### config.mk
export PLATFORM = sky130hd
export DESIGN_NAME = sfa_arbiter
export DESIGN_NICKNAME = d
export VERILOG_FILES = /design/src/hdl/sfa_fracdiv.v /design/src/hdl/sfa_count9.v /design/src/hdl/sfa_arbiter.v
export VERILOG_INCLUDE_DIRS = /design/src /design/src/inc
export SDC_FILE = /design/constraint.sdc
export NUM_CORES = 1
export LEC_CHECK = 0
export ABC_AREA = 1
export BUFFER_PORTS_ARGS = -buffer_cell sky130_fd_sc_hd__buf_2
export CORE_MARGIN = 2
export CORE_UTILIZATION = 40
export CTS_BUF_LIST = sky130_fd_sc_hd__clkbuf_8
export DETAILED_ROUTE_END_ITERATION = 8
export GPL_ROUTABILITY_DRIVEN = 0
export SKIP_CTS_REPAIR_TIMING = 1
export SLEW_MARGIN = 20
export SYNTH_ARGS = -nofsm -noshare
export SYNTH_HDL_FRONTEND = slang
export SYNTH_SLANG_ARGS = --single-unit
export TNS_END_PERCENT = 5
### constraint.sdc
create_clock -name sys_clk -period 4.19 [get_ports sys_clk]
set_clock_uncertainty 0.15 [all_clocks]
set_input_delay 0.2095 -clock sys_clk [delete_from_list [all_inputs] [get_ports sys_clk]]
set_output_delay 0.2095 -clock sys_clk [all_outputs]
set_load 0.01 [all_outputs]
### src/inc/sfa_defines.vh
`ifndef SFA_DEFINES_VH
`define SFA_DEFINES_VH

// APB byte offsets of the register words
`define SFA_OFS_PRESCALE      8'h00
`define SFA_OFS_CONTROL       8'h04
`define SFA_OFS_DATA          8'h08
`define SFA_OFS_STATUS        8'h0C
`define SFA_OFS_MASK          8'h10

// Prescale register fields
`define SFA_PS_SEL_HI         7
`define SFA_PS_SEL_LO         5
`define SFA_FINE_HI           4
`define SFA_FINE_LO           0
`define SFA_PS_BYPASS         3'h0
`define SFA_FRAME_LEN         5'h1F

// Arbiter control register bit positions
`define SFA_CTL_MODE_HI       7
`define SFA_CTL_LOST          6
`define SFA_CTL_MODE_LO       5
`define SFA_CTL_ACLK          4
`define SFA_CTL_DONE          3
`define SFA_CTL_RUN           2
`define SFA_CTL_OVF           1
`define SFA_CTL_MSB           0

// Arbiter modes
`define SFA_MODE_IDLE         2'h0
`define SFA_MODE_MEASURE      2'h1
`define SFA_MODE_ARBITRATE    2'h2

// Interrupt status and mask bit positions
`define SFA_IRQ_DONE          0
`define SFA_IRQ_LOST          1
`define SFA_IRQ_OVF           2
`define SFA_IRQ_W             3

// Reset values
`define SFA_RST_PRESCALE      8'h00
`define SFA_RST_MODE          2'h0
`define SFA_RST_MASK          3'h0

// Arbitration sample points in counter ticks
`define SFA_SAMPLE_BUS        9'h038
`define SFA_SAMPLE_PRESC      9'h008

`endif

### src/hdl/sfa_fracdiv.v
`timescale 1ns/1ps
`default_nettype none
`include "sfa_defines.vh"

module sfa_fracdiv (
   input  wire       sys_clk,
   input  wire       rst_n,
   input  wire       ce,
   input  wire [2:0] ps_sel,
   input  wire [4:0] fine,
   output reg        tick_reg
);
   reg  [3:0] cnt_reg;
   reg  [4:0] frame_reg;
   wire [3:0] len;
   wire       last;

   // Output period is divisor plus one extra input clock in the first n periods of each frame
   assign len  = {1'b0, ps_sel} + ((frame_reg < fine) ? 4'h2 : 4'h1);
   assign last = (cnt_reg == len - 4'h1);

   // Divider state; bypass gives a tick every bus clock and ignores the fine field
   always @(posedge sys_clk or negedge rst_n) begin
      if (!rst_n) begin
         cnt_reg   <= 4'h0;
         frame_reg <= 5'h00;
         tick_reg  <= 1'b0;
      end else if (ce) begin
         if (ps_sel == `SFA_PS_BYPASS) begin
            cnt_reg   <= 4'h0;
            frame_reg <= 5'h00;
            tick_reg  <= 1'b1;
         end else if (last) begin
            cnt_reg   <= 4'h0;
            frame_reg <= frame_reg + 5'h01;
            tick_reg  <= 1'b1;
         end else begin
            cnt_reg  <= cnt_reg + 4'h1;
            tick_reg <= 1'b0;
         end
      end
   end
endmodule // sfa_fracdiv

`default_nettype wire

### src/hdl/sfa_count9.v
`timescale 1ns/1ps
`default_nettype none

module sfa_count9 (
   input  wire       sys_clk,
   input  wire       rst_n,
   input  wire       ce,
   input  wire       clr,
   input  wire       inc,
   output reg  [8:0] count_reg,
   output wire       ovf
);
   // Carry out of the nine-bit counter
   assign ovf = inc && !clr && (count_reg == 9'h1FF);

   // Clear dominates counting
   always @(posedge sys_clk or negedge rst_n) begin
      if (!rst_n) begin
         count_reg <= 9'h000;
      end else if (ce) begin
         if (clr) begin
            count_reg <= 9'h000;
         end else if (inc) begin
            count_reg <= count_reg + 9'h001;
         end
      end
   end
endmodule // sfa_count9

`default_nettype wire

### src/hdl/sfa_arbiter.v
`timescale 1ns/1ps
`default_nettype none
`include "sfa_defines.vh"

module sfa_arbiter (
   input  wire        sys_clk,
   input  wire        rst_n,
   input  wire        ce,
   input  wire        psel,
   input  wire        penable,
   input  wire        pwrite,
   input  wire [7:0]  paddr,
   input  wire [31:0] pwdata,
   output reg  [31:0] prdata,
   output reg         pready,
   output reg         pslverr,
   input  wire        rxd_in,
   input  wire        tx_internal,
   output reg         txd_out,
   output reg         irq
);
   // Arbiter sequencing states
   localparam ST_IDLE   = 2'h0;
   localparam ST_RUN    = 2'h1;
   localparam ST_WAIT   = 2'h2;
   localparam ST_STOP   = 2'h3;

   reg  [7:0]  prescale_reg;
   reg  [1:0]  mode_reg;
   reg         aclk_reg;
   reg         lost_reg;
   reg         done_reg;
   reg         ovf_reg;
   reg  [1:0]  state_reg;
   reg  [1:0]  state_next;
   reg         half_reg;
   reg         rxd_prev_reg;
   reg         tx_prev_reg;
   reg  [2:0]  status_reg;
   reg  [2:0]  mask_reg;
   reg  [7:0]  ctl_rd;
   reg  [31:0] rd_mux;
   reg         hit;
   reg         cnt_clr;
   reg         set_done;
   reg         set_lost;

   wire        setup;
   wire        access;
   wire        wr;
   wire        rd;
   wire        wr_ctl;
   wire        rd_status;
   wire        presc_tick;
   wire        src_tick;
   wire        cnt_inc;
   wire [8:0]  count;
   wire        cnt_ovf;
   wire        rx_fall;
   wire        rx_rise;
   wire        tx_rise;
   wire [8:0]  sample_pt;
   wire        running;
   wire [2:0]  events;

   // APB phase decode
   assign setup     = psel && !penable;
   assign access    = psel && penable && pready;
   assign wr        = access && pwrite;
   assign rd        = access && !pwrite;
   assign wr_ctl    = wr && (paddr == `SFA_OFS_CONTROL);
   assign rd_status = rd && (paddr == `SFA_OFS_STATUS);

   // Fractional prescaler producing the serial input clock enable
   sfa_fracdiv u_fracdiv (
      .sys_clk  (sys_clk),
      .rst_n    (rst_n),
      .ce       (ce),
      .ps_sel   (prescale_reg[`SFA_PS_SEL_HI:`SFA_PS_SEL_LO]),
      .fine     (prescale_reg[`SFA_FINE_HI:`SFA_FINE_LO]),
      .tick_reg (presc_tick)
   );

   // Counter advances on every second tick of the selected source
   assign src_tick = aclk_reg ? presc_tick : 1'b1;
   assign running  = (state_reg == ST_RUN);
   assign cnt_inc  = running && src_tick && half_reg;

   // Nine-bit arbiter counter with carry
   sfa_count9 u_count9 (
      .sys_clk   (sys_clk),
      .rst_n     (rst_n),
      .ce        (ce),
      .clr       (cnt_clr),
      .inc       (cnt_inc),
      .count_reg (count),
      .ovf       (cnt_ovf)
   );

   // Line edges
   assign rx_fall   = rxd_prev_reg && !rxd_in;
   assign rx_rise   = !rxd_prev_reg && rxd_in;
   assign tx_rise   = !tx_prev_reg && tx_internal;
   assign sample_pt = aclk_reg ? `SFA_SAMPLE_PRESC : `SFA_SAMPLE_BUS;

   // Sequencer: next state, counter clear and event strobes
   always @* begin
      state_next = state_reg;
      cnt_clr    = wr_ctl;
      set_done   = 1'b0;
      set_lost   = 1'b0;
      case (mode_reg)
         `SFA_MODE_IDLE: begin
            state_next = ST_IDLE;
            cnt_clr    = 1'b1;
         end
         `SFA_MODE_MEASURE: begin
            case (state_reg)
               ST_IDLE: begin
                  if (aclk_reg ? !rxd_in : rx_fall) begin
                     state_next = ST_RUN;
                  end
               end
               ST_RUN: begin
                  if (aclk_reg ? rx_rise : rx_fall) begin
                     state_next = ST_STOP;
                     set_done   = 1'b1;
                  end
               end
               default: begin
                  state_next = ST_STOP;
               end
            endcase
         end
         `SFA_MODE_ARBITRATE: begin
            case (state_reg)
               ST_IDLE, ST_STOP, ST_WAIT: begin
                  if (tx_rise) begin
                     state_next = ST_RUN;
                     cnt_clr    = 1'b1;
                  end
               end
               ST_RUN: begin
                  if (count == sample_pt) begin
                     state_next = ST_STOP;
                     set_lost   = !rxd_in;
                  end else if (!tx_internal) begin
                     state_next = ST_WAIT;
                     cnt_clr    = 1'b1;
                  end
               end
               default: begin
                  state_next = ST_IDLE;
               end
            endcase
         end
         default: begin
            state_next = ST_IDLE;
         end
      endcase
   end

   // Sequencer state and edge history
   always @(posedge sys_clk or negedge rst_n) begin
      if (!rst_n) begin
         state_reg    <= ST_IDLE;
         half_reg     <= 1'b0;
         rxd_prev_reg <= 1'b1;
         tx_prev_reg  <= 1'b1;
      end else if (ce) begin
         state_reg    <= state_next;
         rxd_prev_reg <= rxd_in;
         tx_prev_reg  <= tx_internal;
         if (!running) begin
            half_reg <= 1'b0;
         end else if (src_tick) begin
            half_reg <= !half_reg;
         end
      end
   end

   // Control register and flags; an event beats a clear in the same cycle
   always @(posedge sys_clk or negedge rst_n) begin
      if (!rst_n) begin
         prescale_reg <= `SFA_RST_PRESCALE;
         mode_reg     <= `SFA_RST_MODE;
         aclk_reg     <= 1'b0;
         lost_reg     <= 1'b0;
         done_reg     <= 1'b0;
         ovf_reg      <= 1'b0;
         mask_reg     <= `SFA_RST_MASK;
      end else if (ce) begin
         if (wr && paddr == `SFA_OFS_PRESCALE) begin
            prescale_reg <= pwdata[7:0];
         end
         if (wr && paddr == `SFA_OFS_MASK) begin
            mask_reg <= pwdata[`SFA_IRQ_W-1:0];
         end
         if (wr_ctl) begin
            mode_reg <= {pwdata[`SFA_CTL_MODE_HI], pwdata[`SFA_CTL_MODE_LO]};
            aclk_reg <= pwdata[`SFA_CTL_ACLK];
         end
         if (set_lost) begin
            lost_reg <= 1'b1;
         end else if (wr_ctl && !pwdata[`SFA_CTL_MODE_HI]) begin
            lost_reg <= 1'b0;
         end
         if (set_done) begin
            done_reg <= 1'b1;
         end else if (wr_ctl) begin
            done_reg <= 1'b0;
         end
         if (cnt_ovf) begin
            ovf_reg <= 1'b1;
         end else if (wr_ctl) begin
            ovf_reg <= 1'b0;
         end
      end
   end

   // Events for the interrupt status register
   assign events = {cnt_ovf, set_lost, set_done};

   // Sticky status, cleared by a read; a new event in the read cycle survives
   always @(posedge sys_clk or negedge rst_n) begin
      if (!rst_n) begin
         status_reg <= 3'h0;
         irq        <= 1'b0;
      end else if (ce) begin
         status_reg <= (rd_status ? 3'h0 : status_reg) | events;
         irq        <= |(status_reg & mask_reg);
      end
   end

   // Transmit pin forced high while arbitration is lost and the mode is arbitrate
   always @(posedge sys_clk or negedge rst_n) begin
      if (!rst_n) begin
         txd_out <= 1'b1;
      end else if (ce) begin
         txd_out <= tx_internal || (lost_reg && mode_reg == `SFA_MODE_ARBITRATE);
      end
   end

   // Read view of the control register
   always @* begin
      ctl_rd                   = 8'h00;
      ctl_rd[`SFA_CTL_MODE_HI] = mode_reg[1];
      ctl_rd[`SFA_CTL_LOST]    = lost_reg;
      ctl_rd[`SFA_CTL_MODE_LO] = mode_reg[0];
      ctl_rd[`SFA_CTL_ACLK]    = aclk_reg;
      ctl_rd[`SFA_CTL_DONE]    = done_reg;
      ctl_rd[`SFA_CTL_RUN]     = running;
      ctl_rd[`SFA_CTL_OVF]     = ovf_reg;
      ctl_rd[`SFA_CTL_MSB]     = count[8];
   end

   // Address decode for reads
   always @* begin
      rd_mux = 32'h0000_0000;
      hit    = 1'b1;
      case (paddr)
         `SFA_OFS_PRESCALE: rd_mux = {24'h00_0000, prescale_reg};
         `SFA_OFS_CONTROL:  rd_mux = {24'h00_0000, ctl_rd};
         `SFA_OFS_DATA:     rd_mux = {24'h00_0000, count[7:0]};
         `SFA_OFS_STATUS:   rd_mux = {29'h0000_0000, status_reg};
         `SFA_OFS_MASK:     rd_mux = {29'h0000_0000, mask_reg};
         default:           hit    = 1'b0;
      endcase
   end

   // APB answer: one access cycle after each setup, data latched in setup
   always @(posedge sys_clk or negedge rst_n) begin
      if (!rst_n) begin
         prdata  <= 32'h0000_0000;
         pready  <= 1'b0;
         pslverr <= 1'b0;
      end else if (ce) begin
         pready  <= setup;
         pslverr <= setup && !hit;
         if (setup && !pwrite) begin
            prdata <= rd_mux;
         end
      end
   end
endmodule // sfa_arbiter

`default_nettype wire

==> key figures <==
Status
  – Status: completed

Synthesis
  – Synth cell count leaders: nand2_1, inv_1, dfrtp_1, nand3_1, nor2_1
  – Ys Warns: 0
  – Post-synth EDFFs: 0
  – Top cells by area, synth: dfrtp_1, nand2_1, nand3_1
  – Sequential area share after synthesis: 0.399
  – #FFs+latches synth: 56
  – Gate Count Post-Synth: 455
  – Syn Area/Cell: 7.73 sq um
  – Primary FF master, synth: dfrtp_1
  – Asr flop ratio synth: 1.00
  – Area leader, netlist: dfrtp_1
  – Synth cell types: 34
  – Synthesized cell area: 0.00352 sq mm
  – Top-count cell post-synth: nand2_1
  – Synth top area share: 0.377

STA
  – Post-layout min period: 3280 ps
  – Setup TNS: 0 ps
  – Peak Freq: 0.305 GHz
  – RSZ-0062 raised after global routing: no
  – Rel. slew slack: 0.590
  – Max Slew Vio Count: 0
  – Worst-Margin Slew: 615 ps
  – Final setup violation count: 0
  – Final hold slack: 15.4 ps
  – Period utilization: 0.784
  – Final Hold Fails: 0

Floorplanning
  – Die Area: 0.00956 sq mm
  – Chip width: 97.8 um
  – Core area: 0.00864 sq mm
  – Initial cell density of the core: 0.407
  – # IOs: 84
  – Height of the die: 97.8 um
  – Site Rows: 34

Detailed routing
  – Detailed-route vias per instance: 4.88
  – Routed Antenna Nets: 0
  – DRT Pass-1 Iters: 4
  – Residual DRC: 0
  – DR iter-0 viols: 159
  – Detailed Route WL: 7.75 mm
  – Vias post-DR: 2945
  – WL/cell: 12.8 um

Clock tree
  – Max H-tree Level: 2
  – Root Driver: clkbuf_8
  – CTS tree: done
  – Longest Clk Path Bufs: 2
  – Worst-Skew Late Latency: 310 ps
  – CTS Sinks: 56
  – Worst-path clk slew: 100 ps
  – Inserted Clock Buffers: 5

Global route
  – Grt ovf: 0
  – GR Util met1: 0.240
  – Grt peak-use layer: met2
  – Pin count of the biggest net entering global routing: 36
  – First-pass GRT wire length: 13.2 mm
  – GRT Total Usage: 0.169
  – M3 GR Usage: 0.0272
  – Initial antenna violation count: 0
  – Number of global-route vias before repair: 2784
  – Met2 global-route usage: 0.260

Setup path
  – CP Launch Type: flip-flop
  – Worst EP required: 4250 ps
  – Crit end category: flip-flop
  – Worst setup path class: flip-flop to flip-flop
  – Max FO, Critical Path: 7
  – Critical path arrival: 3350 ps

Final layout
  – Non-filler instance count after layout: 604
  – Layout fillers: 908
  – Nets: 559
  – Area growth syn-to-layout: 9.64%
  – Diode count: 0
  – Register area: 0.00141 sq mm
  – Final core utilization: 0.447
  – Layout cells sized above 1: 0.143
  – Number of flip-flops under the largest register name: 9
  – Post-route cell area: 0.00386 sq mm
  – Area of the multi-input gates: 0.00174 sq mm

Flow run
  – Max Cap Viol: 0

Min path
  – Worst Hold Class: input pin to flip-flop

Place
  – Post-DP HPWL: 5.93 mm
  – I/O Buffers: 35
  – Placed inst area: 0.00370 sq mm
  – Placed Cells: 591

Power and ir drop
  – Leak: 2.09 nW
  – Worst IR Drop VDD: 0.000194 V
  – Pwr dens: 350 mW/mm^2
## layout make-up
cell class              instances  share of cell area
clock buffers                   5              0.0178
clock inverters                 3              0.0110
inverters                      61              0.0594
multi-input cells             330               0.452
flip-flops and latches         56               0.364
well taps                     108              0.0350
repair buffers                 41              0.0603
## logic make-up (layout without fill, tap and decap cells)
kind of cell | Yosys count | count (layout) | synth area share
buf+inv | 92 | 110 | 0.129
simple gates | 227 | 227 | 0.295
xor+xnor | 15 | 15 | 0.0373
other cells | 1 | 24 | 0.00107
fa+ha+maj | 16 | 16 | 0.0590
flops | 56 | 56 | 0.399
compound gates | 48 | 48 | 0.0790
## layout by cell type, fill, tap and decap left out, drive strengths merged
| cell type | netlist | layout |
|---|---|---|
| a21oi | 18 | 18 |
| and3 | 1 | 1 |
| nand2 | 117 | 117 |
| a31oi | 2 | 2 |
| o21ai | 24 | 24 |
| inv | 61 | 61 |
| conb | 1 | 24 |
| nor2 | 43 | 43 |
| xor2 | 10 | 10 |
| clkinv | 0 | 1 |
| nand4 | 16 | 16 |
| nand3 | 45 | 45 |
| clkinvlp | 0 | 1 |
| nor3 | 5 | 5 |
| bufinv | 0 | 1 |
| buf | 30 | 36 |
| dfstp | 3 | 3 |
| o22a | 3 | 3 |
| xnor2 | 5 | 5 |
| o22ai | 1 | 1 |
| clkbuf | 1 | 5 |
| dlygate4sd3 | 0 | 5 |
| fa | 1 | 1 |
| dfrtp | 53 | 53 |
| ha | 15 | 15 |
## critical path: stages, from the launching register on
cell,delay (ps)
dfrtp_1,410
inv_1,60
ha_1,300
nand2_1,70
inv_1,30
o21ai_0,120
and3_1,210
inv_1,50
ha_1,260
inv_1,40
ha_1,200
fa_1,510
xnor2_1,120
nand3_1,140
nor2_4,240
o21ai_4,120
nand2_1,110
nand2_1,50
## where the power goes
group / total [W] / switching (W) / leakage (nW) / internal, W
Clock: 0.000354 / 0.000177 / 0.0541 / 0.000177
Sequential: 0.000661 / 0.0000583 / 0.727 / 0.000603
Combinational: 0.000336 / 0.000215 / 1.31 / 0.000121
Total: 0.00135 / 0.000450 / 2.09 / 0.000901
## metrics by stage
| step | total power [W] | setup slack (ps) |
|---|---|---|
| 3_5_place_dp | 0.00101 | 901 |
| 6_report | 0.00135 | 907 |
| 3_3_place_gp | 0.000995 | 962 |
| 4_1_cts | 0.00137 | 879 |
| 5_1_grt | 0.00144 | 639 |
| 2_1_floorplan | 0.000919 | 1220 |
## worst paths after layout
path / cells after the start / start / slack, ps / endpoint
min in group asynchronous: 2 / rst_n / 240 / u_count9.count_reg[8]$_DFFE_PN0P_
setup reg to reg: 17 / prescale_reg[2]$_DFFE_PN0P_ / 910 / u_fracdiv.frame_reg[4]$_DFFE_PN0P_
hold / removal: 3 / pwdata[3] / 20 / prescale_reg[3]$_DFFE_PN0P_
max in group asynchronous: 3 / rst_n / 2770 / rxd_prev_reg$_DFFE_PN1P_
setup / recovery: 17 / prescale_reg[2]$_DFFE_PN0P_ / 910 / u_fracdiv.frame_reg[4]$_DFFE_PN0P_
hold reg to reg: 2 / done_reg$_DFFE_PN0P_ / 330 / done_reg$_DFFE_PN0P_
## routing by layer
layer / vias up / routed length (um)
met5: - / 0
met4: 0 / 181
met3: 16 / 340
met2: 85 / 3410
met1: 1353 / 3820
li1: 1491 / -
Power figures use the tool's default switching activity.
